[src/stx_pkg.sv]
package stx_pkg;

  // ----------------------------------------------------------------------
  // Sizes and timing
  // ----------------------------------------------------------------------
  localparam int TX_FIFO_DEPTH   = 4;   // Transmit FIFO bytes
  localparam int SCLK_HALF_NS    = 100; // Half period of generated clock
  localparam int CLOCK_NS        = 25;  // Period of clock
  localparam int SCLK_HALF_CYC   = (SCLK_HALF_NS + CLOCK_NS - 1) / CLOCK_NS;
  localparam int IO_FRAME_BITS   = 8;   // Bits per clocked-mode frame

  // ----------------------------------------------------------------------
  // Field positions
  // ----------------------------------------------------------------------
  localparam int FCNF_FIFO_CONFIG_ENABLE_BIT    = 0;  // FIFO configuration enable
  localparam int FCNF_INHIBIT_BIT = 1;  // Stop after last word
  localparam int TFC_CMD_MSB      = 7;  // FIFO control command field
  localparam int TFC_CMD_LSB      = 6;
  localparam int TFC_LVL_MSB      = 1;  // Interrupt fill level field
  localparam int TFC_LVL_LSB      = 0;

  // ----------------------------------------------------------------------
  // Codes and reset values
  // ----------------------------------------------------------------------
  localparam logic [1:0] TFC_CMD_CLEAR   = 2'h1;
  localparam logic [1:0] DUPLEX_NO_TXFF  = 2'h1;
  localparam logic [1:0] FILL_LVL_RESET  = 2'h0;
  localparam logic       BUF2_EMPTY_RST  = 1'h1;

  // Transmit state machine
  typedef enum logic [1:0] {
    ST_IDLE  = 2'b01,
    ST_SHIFT = 2'b10
  } stx_state_type;

  // Static configuration carried as one group
  typedef struct packed {
    logic       io_mode;          // 1: clocked interface, 0: UART
    logic       sclk_input;       // Clocked mode takes an external clock
    logic       double_buf;       // Second send buffer in use
    logic [4:0] fifo_config_reg;  // FIFO configuration field
    logic [1:0] duplex_select;    // Duplex select
    logic       seven_bit;        // 7-bit UART data, else 8-bit
    logic       parity_enable;    // Append parity in UART mode
    logic       parity_even;      // Even parity, else odd
    logic       cts_gate_enable;  // Gate frames with clear-to-send
  } stx_cfg_type;

endpackage : stx_pkg

[src/stx_fifo.sv]
`timescale 1ns/1ps
module stx_fifo #(
  parameter int WIDTH = 8,
  parameter int DEPTH = stx_pkg::TX_FIFO_DEPTH,
  parameter int CW    = $clog2(DEPTH + 1)
) (
  // Clock and reset
  input  wire logic             clock,
  input  wire logic             reset_n,
  // Control
  input  wire logic             clear,
  // Fill side
  input  wire logic             push_valid,
  output logic                  push_ready,
  input  wire logic [WIDTH-1:0] push_data,
  // Drain side
  output logic                  pop_valid,
  input  wire logic             pop_ready,
  output logic      [WIDTH-1:0] pop_data,
  output logic      [CW-1:0]    count
);

  localparam int AW = (DEPTH > 1) ? $clog2(DEPTH) : 1;

  logic [WIDTH-1:0] mem_q [DEPTH];
  logic [AW-1:0]    wr_q;
  logic [AW-1:0]    rd_q;
  logic [CW-1:0]    cnt_q;
  logic             push;
  logic             pop;

  // Handshake decode
  assign push_ready = (cnt_q != CW'(DEPTH));
  assign pop_valid  = (cnt_q != '0);
  assign push       = push_valid & push_ready;
  assign pop        = pop_valid & pop_ready;
  assign pop_data   = mem_q[rd_q];
  assign count      = cnt_q;

  // Storage
  always_ff @(posedge clock) begin
    if (push) begin
      mem_q[wr_q] <= push_data;
    end
  end

  // Pointers and fill count
  always_ff @(posedge clock or negedge reset_n) begin
    if (!reset_n) begin
      wr_q  <= '0;
      rd_q  <= '0;
      cnt_q <= '0;
    end else if (clear) begin
      wr_q  <= '0;
      rd_q  <= '0;
      cnt_q <= '0;
    end else begin
      if (push) wr_q <= (wr_q == AW'(DEPTH - 1)) ? '0 : wr_q + 1'b1;
      if (pop)  rd_q <= (rd_q == AW'(DEPTH - 1)) ? '0 : rd_q + 1'b1;
      cnt_q <= cnt_q + CW'(push) - CW'(pop);
    end
  end

endmodule : stx_fifo

[src/stx_core.sv]
// How it works
// - Clear-to-send gates frames only when its enable is set.
// - A raised clear-to-send lets the frame finish and holds the next.
// - While held, the interrupt and buffer writes still proceed.
// - A held UART frame starts on a falling bit-clock edge.
// - With double buffering, buffer two moves into the shift register.
// - Without FIFO, that move pulses interrupt and sets empty flag.
// - With FIFO, a queued byte refills buffer two and clears the flag.
// - External clock, no FIFO: empty buffer at next clock flags underrun.
// - External clock, FIFO: both moves happen in the same step.
// - Generated clock, no FIFO: clock stops when no word is left.
// - Generated clock, FIFO: clock stops when FIFO holds nothing.
// - Single buffering: writes load the shifter, interrupt at frame end.
// - Four-byte FIFO, enabled by config enable, duplex select and double buffering.
// - Control 01 in bits 7:6 clears FIFO; bits 1:0 set fill level.
// - FIFO interrupt when a pop leaves the programmed fill level.
// - Continuation inhibited, generated clock with FIFO: sequence ends after the last word.
// - One config bit chooses stop or continue after the last word.
// - Parity only in 7/8-bit UART, polarity from even select.
// - Sent parity kept in bit seven or ninth-bit field.
// - Received parity recomputed and compared; mismatch sets flag.
// - Overrun on unread buffer or full FIFO; clears when read.
// - Underrun only with double buffering and both stores empty.
`timescale 1ns/1ps
module stx_core #(
  parameter int FIFO_DEPTH = stx_pkg::TX_FIFO_DEPTH,
  parameter int SCLK_HALF  = stx_pkg::SCLK_HALF_CYC
) (
  // Clock and reset
  input  wire logic               clock,
  input  wire logic               reset_n,
  // Configuration
  input  wire stx_pkg::stx_cfg_type cfg,
  input  wire logic               transmit_enable_bit,
  // Core side writes and reads
  input  wire logic               data_write,
  input  wire logic [7:0]         write_data,
  output logic                    write_ready,
  input  wire logic               fifo_ctrl_write,
  input  wire logic [7:0]         tx_fifo_control,
  input  wire logic               flag_read,
  // Receive path events
  input  wire logic               rx_frame_done,
  input  wire logic [7:0]         rx_data,
  input  wire logic               rx_ninth_bit,
  input  wire logic               rx_buf_unread,
  input  wire logic               rx_fifo_enabled,
  input  wire logic               rx_fifo_full,
  // Line side
  input  wire logic               clear_to_send_input,
  input  wire logic               tx_bit_clock,
  input  wire logic               shift_clock_in,
  output logic                    txd,
  output logic                    shift_clock_out,
  output logic                    shift_clock_oe,
  // Status
  output logic                    tx_interrupt,
  output logic                    tx_fifo_irq,
  output logic                    tx_buf2_empty_flag,
  output logic                    parity_underrun_flag,
  output logic                    overrun_flag,
  output logic                    tx_bit_seven,
  output logic                    tx_ninth_bit,
  output logic                    tx_busy,
  output logic                    tx_run
);

  localparam int CW = $clog2(FIFO_DEPTH + 1);
  localparam int DW = (SCLK_HALF > 1) ? $clog2(SCLK_HALF) : 1;

  // ----------------------------------------------------------------------
  // Pin synchronisers and edge detection
  // ----------------------------------------------------------------------
  logic [2:0] meta_q;
  logic [2:0] sync_q;
  logic [2:0] last_q;

  // Two flops per pin, a third for edges
  always_ff @(posedge clock or negedge reset_n) begin
    if (!reset_n) begin
      meta_q <= 3'h7;
      sync_q <= 3'h7;
      last_q <= 3'h7;
    end else begin
      meta_q <= {shift_clock_in, tx_bit_clock, clear_to_send_input};
      sync_q <= meta_q;
      last_q <= sync_q;
    end
  end

  logic cts_high;
  logic bclk_fall;
  logic sclk_fall;
  assign cts_high  = sync_q[0];
  assign bclk_fall = last_q[1] & ~sync_q[1];
  assign sclk_fall = last_q[2] & ~sync_q[2];

  // ----------------------------------------------------------------------
  // Mode decode
  // ----------------------------------------------------------------------
  logic fifo_en;
  logic wbuf;
  logic io_in;
  logic io_out;
  logic uart;
  logic inhibit;
  // FIFO needs config enable plus a duplex mode with transmit
  assign fifo_en = cfg.fifo_config_reg[stx_pkg::FCNF_FIFO_CONFIG_ENABLE_BIT] &
                   (cfg.duplex_select[1]) & cfg.double_buf;
  assign inhibit = cfg.fifo_config_reg[stx_pkg::FCNF_INHIBIT_BIT];
  assign wbuf    = cfg.double_buf;
  assign uart    = ~cfg.io_mode;
  assign io_in   = cfg.io_mode & cfg.sclk_input;
  assign io_out  = cfg.io_mode & ~cfg.sclk_input;

  // ----------------------------------------------------------------------
  // State
  // ----------------------------------------------------------------------
  stx_pkg::stx_state_type st_q;
  logic [10:0]   sr_q;
  logic [3:0]    cnt_q;
  logic [3:0]    nbits_q;
  logic          par_q;
  logic [7:0]    sh_word_q;
  logic          sh_pend_q;
  logic [7:0]    buf2_q;
  logic          buf2_full_q;
  logic          empty_q;
  logic          need_q;
  logic          seq_stop_q;
  logic          armed_q;
  logic [1:0]    fill_q;
  logic          sclk_q;
  logic [DW-1:0] div_q;
  logic          parity_underrun_flag_q;
  logic          overrun_flag_q;
  logic          tb7_q;
  logic          tb8_q;

  // FIFO wiring
  logic          ff_push_ready;
  logic          ff_valid;
  logic [7:0]    ff_data;
  logic [CW-1:0] ff_count;
  logic          ff_clear;
  assign ff_clear = fifo_ctrl_write &
    (tx_fifo_control[stx_pkg::TFC_CMD_MSB:stx_pkg::TFC_CMD_LSB] ==
     stx_pkg::TFC_CMD_CLEAR);

  // ----------------------------------------------------------------------
  // Buffer movement
  // ----------------------------------------------------------------------
  logic idle;
  logic sh_free;
  logic mv;
  logic ff_pop;
  logic wr_direct;
  logic wr_buf2;
  logic wr_fifo;
  assign idle      = (st_q == stx_pkg::ST_IDLE);
  assign sh_free   = ~sh_pend_q & idle;
  // Buffer two feeds the shifter even while clear-to-send holds
  assign mv        = wbuf & buf2_full_q & sh_free;
  // Queued byte refills buffer two in the same step as the move
  assign ff_pop    = fifo_en & ff_valid & (~buf2_full_q | mv);
  assign wr_direct = data_write & ~wbuf & sh_free;
  assign wr_fifo   = data_write & fifo_en;
  assign wr_buf2   = data_write & wbuf & ~fifo_en & ~buf2_full_q;
  assign write_ready = ~wbuf ? sh_free :
                       (fifo_en ? ff_push_ready : ~buf2_full_q);

  // ----------------------------------------------------------------------
  // Frame timing
  // ----------------------------------------------------------------------
  logic cts_ok;
  logic go;
  logic start_edge;
  logic tick;
  logic frame_start;
  logic frame_end;
  logic int_rise;
  logic div_wrap;
  // Input only matters when gating is enabled
  assign cts_ok = ~cfg.cts_gate_enable | ~cts_high;
  assign tx_run = transmit_enable_bit & ~seq_stop_q;
  assign go     = tx_run & cts_ok;
  // Held UART frame waits for a falling bit-clock edge
  assign start_edge = uart ? bclk_fall : (io_in ? sclk_fall : 1'b1);
  assign div_wrap   = (div_q == DW'(SCLK_HALF - 1));
  assign int_rise   = ~idle & div_wrap & ~sclk_q;
  assign tick  = uart ? bclk_fall : (io_in ? sclk_fall : int_rise);
  assign frame_start = idle & sh_pend_q & go & start_edge;
  assign frame_end   = ~idle & tick & (cnt_q == nbits_q - 4'h1);

  // Parity of the pending word with polarity applied
  logic par_next;
  assign par_next = (cfg.seven_bit ? ^sh_word_q[6:0] : ^sh_word_q)
                    ^ ~cfg.parity_even;

  // Frame image: start, data LSB first, optional parity, stop
  function automatic logic [10:0] build_frame(input logic [7:0] d,
                                              input logic sev,
                                              input logic pe,
                                              input logic p,
                                              input logic io);
    logic [10:0] f;
    f = 11'h7FF;
    if (io) begin
      f[7:0] = d;
    end else begin
      f[0] = 1'b0;
      for (int i = 0; i < 8; i++) begin
        if (i < 7 || !sev) f[i+1] = d[i];
      end
      if (pe) f[sev ? 8 : 9] = p;
    end
    return f;
  endfunction : build_frame

  logic [3:0] nbits_next;
  assign nbits_next = cfg.io_mode ? 4'(stx_pkg::IO_FRAME_BITS) :
    (4'h9 - 4'(cfg.seven_bit) + 4'(cfg.parity_enable));

  // Shifter and state
  always_ff @(posedge clock or negedge reset_n) begin
    if (!reset_n) begin
      st_q    <= stx_pkg::ST_IDLE;
      sr_q    <= 11'h7FF;
      cnt_q   <= 4'h0;
      nbits_q <= 4'h0;
      par_q   <= 1'b0;
    end else if (frame_start) begin
      st_q    <= stx_pkg::ST_SHIFT;
      sr_q    <= build_frame(sh_word_q, cfg.seven_bit,
                   cfg.parity_enable & uart, par_next, cfg.io_mode);
      cnt_q   <= 4'h0;
      nbits_q <= nbits_next;
      par_q   <= par_next;
    end else if (frame_end) begin
      st_q    <= stx_pkg::ST_IDLE;
      sr_q    <= 11'h7FF;
    end else if (!idle && tick) begin
      sr_q    <= {1'b1, sr_q[10:1]};
      cnt_q   <= cnt_q + 4'h1;
    end
  end

  // Generated shift clock runs only during a frame
  always_ff @(posedge clock or negedge reset_n) begin
    if (!reset_n) begin
      div_q  <= '0;
      sclk_q <= 1'b0;
    end else if (idle || !io_out) begin
      div_q  <= '0;
      sclk_q <= 1'b0;
    end else begin
      div_q  <= div_wrap ? '0 : div_q + 1'b1;
      if (div_wrap) sclk_q <= ~sclk_q;
    end
  end

  // Send buffers, pending word and empty flag
  always_ff @(posedge clock or negedge reset_n) begin
    if (!reset_n) begin
      sh_word_q   <= 8'h00;
      sh_pend_q   <= 1'b0;
      buf2_q      <= 8'h00;
      buf2_full_q <= 1'b0;
      empty_q     <= stx_pkg::BUF2_EMPTY_RST;
    end else begin
      if (mv || wr_direct) begin
        sh_word_q <= mv ? buf2_q : write_data;
        sh_pend_q <= 1'b1;
      end else if (frame_start) begin
        sh_pend_q <= 1'b0;
      end
      if (ff_pop || wr_buf2) begin
        buf2_q      <= ff_pop ? ff_data : write_data;
        buf2_full_q <= 1'b1;
        empty_q     <= 1'b0;
      end else if (mv) begin
        buf2_full_q <= 1'b0;
        empty_q     <= 1'b1;
      end
    end
  end

  // Interrupts: on move when double buffered without FIFO, at frame end when single buffered
  assign tx_interrupt = (wbuf & mv & ~fifo_en) |
                        (~wbuf & frame_end);

  // FIFO control and fill-level interrupt
  always_ff @(posedge clock or negedge reset_n) begin
    if (!reset_n) begin
      armed_q <= 1'b0;
      fill_q  <= stx_pkg::FILL_LVL_RESET;
    end else if (fifo_ctrl_write) begin
      if (ff_clear) armed_q <= 1'b1;
      fill_q <= tx_fifo_control[stx_pkg::TFC_LVL_MSB:stx_pkg::TFC_LVL_LSB];
    end
  end
  assign tx_fifo_irq = ff_pop & armed_q &
                       (ff_count - CW'(1) == CW'(fill_q));

  // Underrun watch and sequence stop
  logic fifo_dry;
  assign fifo_dry = ~ff_valid | ~fifo_en;
  always_ff @(posedge clock or negedge reset_n) begin
    if (!reset_n) begin
      need_q     <= 1'b0;
      seq_stop_q <= 1'b0;
    end else begin
      if (frame_end) need_q <= io_in;
      else if (frame_start || sclk_fall) need_q <= 1'b0;
      if (!transmit_enable_bit) seq_stop_q <= 1'b0;
      else if (frame_end && io_out && fifo_en && inhibit && fifo_dry &&
               !buf2_full_q && !sh_pend_q) seq_stop_q <= 1'b1;
    end
  end

  // ----------------------------------------------------------------------
  // Error flags, cleared by read; a set in the read cycle wins
  // ----------------------------------------------------------------------
  logic rx_par;
  logic rx_got;
  logic parity_underrun_flag_set;
  logic overrun_flag_set;
  assign rx_par = (cfg.seven_bit ? ^rx_data[6:0] : ^rx_data) ^
                  ~cfg.parity_even;
  assign rx_got = cfg.seven_bit ? rx_data[7] : rx_ninth_bit;
  assign parity_underrun_flag_set =
    (uart & cfg.parity_enable & rx_frame_done & (rx_par != rx_got)) |
    (io_in & wbuf & idle & need_q & sclk_fall & ~sh_pend_q &
     ~buf2_full_q & fifo_dry);
  assign overrun_flag_set = ~io_out & rx_frame_done &
    (rx_fifo_enabled ? rx_fifo_full : rx_buf_unread);

  always_ff @(posedge clock or negedge reset_n) begin
    if (!reset_n) begin
      parity_underrun_flag_q <= 1'b0;
      overrun_flag_q <= 1'b0;
    end else begin
      parity_underrun_flag_q <= parity_underrun_flag_set | (parity_underrun_flag_q & ~flag_read);
      overrun_flag_q <= overrun_flag_set | (overrun_flag_q & ~flag_read);
    end
  end

  // Sent parity kept after the frame
  always_ff @(posedge clock or negedge reset_n) begin
    if (!reset_n) begin
      tb7_q <= 1'b0;
      tb8_q <= 1'b0;
    end else if (frame_end && uart && cfg.parity_enable) begin
      if (cfg.seven_bit) tb7_q <= par_q;
      else tb8_q <= par_q;
    end
  end

  // ----------------------------------------------------------------------
  // Transmit FIFO and outputs
  // ----------------------------------------------------------------------
  stx_fifo #(.WIDTH(8), .DEPTH(FIFO_DEPTH)) u_fifo (
    .clock      (clock),
    .reset_n    (reset_n),
    .clear      (ff_clear),
    .push_valid (wr_fifo),
    .push_ready (ff_push_ready),
    .push_data  (write_data),
    .pop_valid  (ff_valid),
    .pop_ready  (fifo_en & (~buf2_full_q | mv)),
    .pop_data   (ff_data),
    .count      (ff_count)
  );

  assign txd                  = sr_q[0];
  assign shift_clock_out      = sclk_q;
  assign shift_clock_oe       = io_out;
  assign tx_buf2_empty_flag   = empty_q;
  assign parity_underrun_flag = parity_underrun_flag_q;
  assign overrun_flag         = overrun_flag_q;
  assign tx_bit_seven         = tb7_q;
  assign tx_ninth_bit         = tb8_q;
  assign tx_busy              = ~idle;

  // ----------------------------------------------------------------------
  // Checks
  // ----------------------------------------------------------------------
  AST_CTS_HOLD: assert property (@(posedge clock) disable iff (!reset_n)
    cfg.cts_gate_enable && cts_high |-> !frame_start)
    else $error("frame started while clear-to-send high");
  AST_CTS_FREE: assert property (@(posedge clock) disable iff (!reset_n)
    !cfg.cts_gate_enable && idle && sh_pend_q && tx_run && bclk_fall && uart
    |=> !idle)
    else $error("clear-to-send blocked with gating off");
  AST_START_EDGE: assert property (@(posedge clock) disable iff (!reset_n)
    $rose(tx_busy) && uart |-> $past(bclk_fall))
    else $error("UART frame started off a falling bit-clock edge");
  AST_MOVE_FLAG: assert property (@(posedge clock) disable iff (!reset_n)
    mv && !fifo_en |-> tx_interrupt ##1 tx_buf2_empty_flag)
    else $error("move did not raise interrupt and empty flag");
  AST_SINGLE_IRQ: assert property (@(posedge clock) disable iff (!reset_n)
    tx_interrupt && !wbuf |-> tx_busy ##1 !tx_busy)
    else $error("single-buffer interrupt not at frame end");
  AST_OVERRUN: assert property (@(posedge clock) disable iff (!reset_n)
    rx_frame_done && rx_buf_unread && !rx_fifo_enabled && !io_out
    |=> overrun_flag)
    else $error("overrun not flagged");
  AST_NO_UNDERRUN: assert property (@(posedge clock) disable iff (!reset_n)
    $rose(parity_underrun_flag) && cfg.io_mode |-> $past(wbuf))
    else $error("underrun flagged with double buffering off");
  AST_PARITY_KEEP: assert property (@(posedge clock) disable iff (!reset_n)
    frame_end && uart && cfg.parity_enable && cfg.seven_bit
    |=> tx_bit_seven == $past(par_q))
    else $error("sent parity not kept in bit seven");
  AST_SCLK_IDLE: assert property (@(posedge clock) disable iff (!reset_n)
    !tx_busy ##1 !tx_busy |-> !shift_clock_out)
    else $error("shift clock runs with nothing to send");
  AST_FIFO_DEPTH: assert property (@(posedge clock) disable iff (!reset_n)
    ff_count <= CW'(FIFO_DEPTH))
    else $error("transmit FIFO above its depth");

endmodule : stx_core

[config.mk]
export PLATFORM = sky130hd
export DESIGN_NAME = stx_core
export DESIGN_NICKNAME = d
export VERILOG_FILES = /design/src/stx_pkg.sv /design/src/stx_fifo.sv /design/src/stx_core.sv
export SDC_FILE = /design/constraint.sdc
export NUM_CORES = 1
export LEC_CHECK = 0
export ABC_CLOCK_PERIOD_IN_PS = 6650
export BUFFER_PORTS_ARGS = -buffer_cell sky130_fd_sc_hd__buf_2
export CAP_MARGIN = 30
export CELL_PAD_IN_SITES_DETAIL_PLACEMENT = 1
export CELL_PAD_IN_SITES_GLOBAL_PLACEMENT = 2
export CORE_ASPECT_RATIO = 1.4
export CORE_MARGIN = 10
export CORE_UTILIZATION = 42
export CTS_BUF_LIST = sky130_fd_sc_hd__clkbuf_4 sky130_fd_sc_hd__clkbuf_8 sky130_fd_sc_hd__clkbuf_16
export CTS_CLUSTER_DIAMETER = 100
export DETAILED_ROUTE_END_ITERATION = 10
export PLACE_DENSITY_LB_ADDON = 0.1
export RECOVER_POWER = 50
export SYNTH_ARGS = -nofsm -noshare
export SYNTH_HDL_FRONTEND = slang
export SYNTH_SLANG_ARGS = --single-unit
[constraint.sdc]
create_clock -name clock -period 6.65 [get_ports clock]
set_clock_uncertainty 0.1 [all_clocks]
set_input_delay 0.3325 -clock clock [delete_from_list [all_inputs] [get_ports clock]]
set_output_delay 0.3325 -clock clock [all_outputs]
set_load 0.01 [all_outputs]
### Word-level counts from Yosys, hierarchy flattened

Memories as Yosys holds them, arrays and structs flattened.
Index checks and enable logic that the tools add are counted.

| operators by class | value |
|---|---|
| eq/ne operators | 11 |
| bitwise operators | 76 |
| order comparisons | 2 |
| mux-type cells | 68 |
| reduce and logical (&&, ||, !) cells | 36 |
| add/sub/neg operators | 10 |

Operators with widths:

| cell | number |
|---|---|
| AND 1 bit | 49 |
| two-way mux 11 bit | 4 |
| two-way mux 1 bit | 43 |
| two-way mux 8 bit | 3 |
| two-way mux 2 bit | 10 |
| inverter 1 bit | 18 |
| two-way mux 4 bit | 4 |
| nonzero test 2 bit | 8 |
| XOR reduction 8 bit | 2 |
| XOR reduction 7 bit | 2 |
| bitwise mux 11 bit | 1 |
| logical AND 1 bit | 10 |
| AND reduction 2 bit | 4 |
| OR 1 bit | 7 |
| adder 2 x 1 -> 2 bit (second input constant) | 3 |
| == test 2 bit (second input constant) | 3 |
| two-way mux 3 bit | 2 |
| nonzero test 3 bit | 2 |
| less-than comparator 4 x 5 -> 1 bit (second input constant) | 1 |
| adder 4 x 1 -> 4 bit | 1 |
| adder 4 x 1 -> 4 bit (second input constant) | 1 |
| demux 1 bit (select 4 bit) | 1 |
| == test 2 x 1 -> 1 bit (second input constant) | 2 |
| == test 4 bit | 1 |
| other kinds (14) | 21 |

| storage, ports and cells | value |
|---|---|
| logic and storage cells | 230 |
| flip-flop bits (word level) | 69 |
| memories | 1 |
| bits in writable memories | 32 |

Memory list:

| memory | words | bits a word | rd ports | clocked after memory_dff | wr ports | line | text |
|---|---|---|---|---|---|---|---|
| u_fifo.mem_q | 4 | 8 | 1 | 0 | 1 | stx_fifo.sv:25 | `logic [WIDTH-1:0] mem_q [DEPTH];` |

### Logic depth before layout (Yosys ltp)

| depth | value |
|---|---|
| word-level depth | 16 |
| depth in mapped cells | 14 |
| mapped depth without buffers | 13 |

### By module

From an unflattened synthesis, not the netlist that was laid out.

| second synthesis, totals | value |
|---|---|
| cell total of the unflattened synthesis | 391 |
| area total of the unflattened synthesis | 4805.9 um^2 |

Modules (own cells, without submodules):

| module | sequential area each (um^2) | area each (um^2) | instances | cells an instance |
|---|---|---|---|---|
| stx_core | 1501.4 | 3173.0 | 1 | 302 |
| stx_fifo | 1136.1 | 1632.8 | 1 | 89 |

### Worst setup path after synthesis

No wires, ideal clock.

| path | value |
|---|---|
| path kind | register to register |
| start point | register st_q[0] |
| end point | register u_fifo.cnt_q[2] (netlist: u_fifo.count[2]) |
| clock period less this slack | 2.554 ns |
| path buffers | 1 |
| stages on the path, launching flop included | 13 |
| slack | 4.096 ns |
| data arrival time | 2.327 ns |
| library setup time | 0.128 ns |
| data required time | 6.422 ns |
| cell sequence | dfstp_2 nor3b_2 nand2_1 a21oi_2 buf_6 ha_1 inv_1 ha_1 inv_1 fa_1 xor2_1 xnor2_1 nor2_1 |

| on the way | value |
|---|---|
| cells in the longest elaborated chain, start to end | 8 |

Ends and longest elaborated chain:

| what | line | text |
|---|---|---|
| from (decl) | stx_core.sv:119 | `stx_pkg::stx_state_type st_q;` |
| from (signal assigned) | stx_core.sv:227 | `st_q <= stx_pkg::ST_IDLE;` |
| from (signal assigned) | stx_core.sv:233 | `st_q <= stx_pkg::ST_SHIFT;` |
| from (signal assigned) | stx_core.sv:240 | `st_q <= stx_pkg::ST_IDLE;` |
| == test 2 x 1 -> 1 bit | stx_core.sv:160 | `assign idle = (st_q == stx_pkg::ST_IDLE);` |
| AND 1 bit | stx_core.sv:161 | `assign sh_free = ~sh_pend_q & idle;` |
| AND 1 bit | stx_core.sv:163 | `assign mv = wbuf & buf2_full_q & sh_free;` |
| OR 1 bit | stx_core.sv:370 | `.pop_ready (fifo_en & (~buf2_full_q \| mv)),` |
| AND 1 bit | stx_core.sv:370 |  |
| AND 1 bit | stx_fifo.sv:36 | `assign pop = pop_valid & pop_ready;` |
| subtractor 3 x 1 -> 3 bit | stx_fifo.sv:60 | `cnt_q <= cnt_q + CW'(push) - CW'(pop);` |
| two-way mux 3 bit | stx_fifo.sv:53 | `end else if (clear) begin` |
| to (signal assigned) | stx_fifo.sv:60 |  |
| to (decl) | stx_fifo.sv:28 | `logic [CW-1:0] cnt_q;` |

No other way between the ends.
A chain may end at the register's enable or synchronous reset.

==> results.json <==
{
  "status": "finished, violations left",
  "violations": "capacitance limit, slew limit",
  "dr.pass1.iters": 4,
  "rsz0062_at_grt": "false",
  "fin_tns_setup_ps": 0,
  "comb_power_share": 0.308,
  "crit_required_ps": 6180,
  "grt_pass1_wl_um": 17600,
  "post-cts-setup-buffers": 0,
  "htree_levels": 3,
  "r2r-start": "st_q[0]",
  "clock.fmax_mhz": 291,
  "critPathArrivalTime_ps": 2960,
  "cts_resized": 0,
  "fin_crit_sh": 0.516,
  "max_cap_viol_count": 1,
  "end_kind": "async pin",
  "design_area_mm2": 0.00551,
  "start_util": 0.427,
  "drive_above_1_share": 0.265,
  "hold_violations": 0,
  "ys_types": 62,
  "maxSlewHeadroom": -1.40,
  "antenna_found_initial": 0,
  "cts_hold_buf": 3,
  "sequentialPowerShare": 0.444,
  "ys.flop_type": "dfrtp_1",
  "clock_latency_ps": 350,
  "postPlaceCellArea_mm2": 0.00520,
  "whs_path_depth": 2,
  "cp_top_family": "buffers and inverters",
  "placed_cells": 570,
  "r2r-end": "u_fifo.count[2]",
  "gp_congestion": 0.747,
  "setup_viol": 0,
  "core_region_area_mm2": 0.0113,
  "avgSynthCellArea_um2": 12.5,
  "min_to": "overrun_flag",
  "synthCells": 386,
  "grt_max_degree": 67,
  "grt_pass1_vias": 3418,
  "finalNonFillerCells": 589,
  "drc": 0,
  "clkPwrFrac": 0.248,
  "reg2reg_depth": 11,
  "critPathBufInv": 2,
  "area_growth_pct": 14.4,
  "grtUsageTotal": 0.132,
  "syn_area_mm2": 0.00482,
  "yosysWarnings": 0,
  "io_pins": 65,
  "finalCriticalPeriod_ps": 3430,
  "vias": 3078,
  "crit_type": "input pin to async pin",
  "cp_slowest_stage_delay_ps": 2520,
  "tightest_slew_ps": 3600,
  "power.density_mw_per_mm2": 377,
  "synth_edf_count": 32,
  "syn_nets": 452,
  "wl_um": 10300,
  "crit_slowest_cell": "clkbuf_1",
  "port_buffers": 56,
  "overflow": 0,
  "dpl.hpwl_um": 7780,
  "power_switching_w": 0.000709,
  "vias_per_cell": 5.23,
  "dieHeight_um": 147,
  "final_cell_mix": "dfrtp_1, buf_2, edfxtp_1",
  "crit_fanout": 66,
  "numCtsBuffers": 9,
  "ys_seq_area_frac": 0.547,
  "die-area_mm2": 0.0162,
  "ant_nets": 0,
  "critPathLaunchType": "input pin",
  "p_leak_nw": 2.29,
  "crit_chain": "buf_2, clkbuf_1",
  "p_int_w": 0.00137,
  "nNetsFinal": 506,
  "cts.sinks": 98,
  "antennaDiodeCount": 0,
  "synth_top_area_frac": 0.239,
  "slew_violations": 67,
  "hp-class": "input pin to flop",
  "rows": 46,
  "r2r_setup_slack_ps": 3490,
  "die_w_um": 111,
  "cts_tree": "yes",
  "synth_area_leader_cell": "dfrtp_1",
  "ys_ff_latch": 98,
  "synth-async-reset-ratio": 0.673,
  "switching_share": 0.341,
  "min-delay-start": "flag_read",
  "root_buffer": "clkbuf_16",
  "clk_pin_slew_worst_paths_ps": 70,
  "ys_top_cells_by_area": "dfrtp_1, edfxtp_1, dfstp_2, mux4_2, mux2i_1",
  "wl_per_cell_um": 17.6,
  "ir_drop_uv": 196,
  "drt_iter0_drc": 93,
  "clockBufferDepth": 2
}
## sequential cells by signal (all words and copies together) (netlist names), 3 cells and up
signal and cells:
u_fifo.mem_q 32, sr_q 10, buf2_q 8, sh_word_q 8
cnt_q 4, meta_q 3, nbits_q 3, sync_q 3
u_fifo.count 3
## metal layers
metal	up-vias	share of wire	GRT usage
li1	1493	-	-
met1	1536	0.40	0.142
met2	40	0.56	0.246
met3	9	0.033	0.0330
met4	0	0.014	0.0424
met5	-	0	0
## synthesized netlist by cell type, drive strengths merged (6+ instances only)
library cell / instances
dfrtp: 46
a211oi: 14
xor2: 9
mux4: 8
nand2: 22
buf: 10
and2: 6
dfstp: 20
a21oi: 16
mux2: 20
o21ai: 10
ha: 13
edfxtp: 32
mux2i: 17
nor2: 25
nor2b: 13
clkbuf: 8
nand2b: 6
xnor2: 17
inv: 18
o31ai: 7
## per-stage QoR
stage / total power, W / hold slack (ps) / worst slack (ps) / util
floorplan: 0.00141 / -63.1 / 4100 / -
global placement: 0.00156 / 247 / 3570 / 0.461
detailed placement: 0.00159 / 250 / 3430 / 0.461
CTS: 0.00212 / 92.2 / 3410 / 0.490
global route: 0.00224 / 96.3 / 2350 / 0.489
finish: 0.00208 / 99.6 / 3220 / 0.489
## worst max-delay path by stage
stage / slack, ps / cells past startpoint / to / start
2_1_floorplan: 4100 / 12 / u_fifo.count[2] / st_q[0]
3_3_place_gp: 3570 / 11 / u_fifo.count[2] / st_q[0]
3_5_place_dp: 3430 / 11 / u_fifo.count[2] / st_q[0]
4_1_cts: 3410 / 11 / u_fifo.count[2] / st_q[0]
5_1_grt: 2350 / 2 / sh_word_q[1] / reset_n
6_report: 3220 / 2 / sh_word_q[1] / reset_n
## cell type report
cell class	instances	area [um2]
multi-input combinational	252	2020
clock inverter	7	72.6
sequential	98	2640
clock buffer	9	225
inverter	18	67.6
tap	144	180
fill	1206	5770
timing repair buffer	61	309
## kinds of logic after synthesis
logic type / after synthesis / synth area share
AND/OR/NAND/NOR: 102 / 0.117
flip-flops: 98 / 0.547
AO/OA/AOI/OAI: 65 / 0.0976
multiplexers: 45 / 0.119
buffers and inverters: 36 / 0.0332
XOR/XNOR: 26 / 0.0472
adder cells (fa/ha/maj): 14 / 0.0379
## power by group through the flow
stage / registers [W] / clock network, W / logic, W
2_1_floorplan: 0.000887 / 0 / 0.000524
3_3_place_gp: 0.000933 / 0 / 0.000626
3_5_place_dp: 0.000943 / 0 / 0.000649
4_1_cts: 0.000930 / 0.000532 / 0.000656
5_1_grt: 0.000953 / 0.000565 / 0.000724
6_report: 0.000925 / 0.000515 / 0.000641
(Power assumes the default switching activity.)
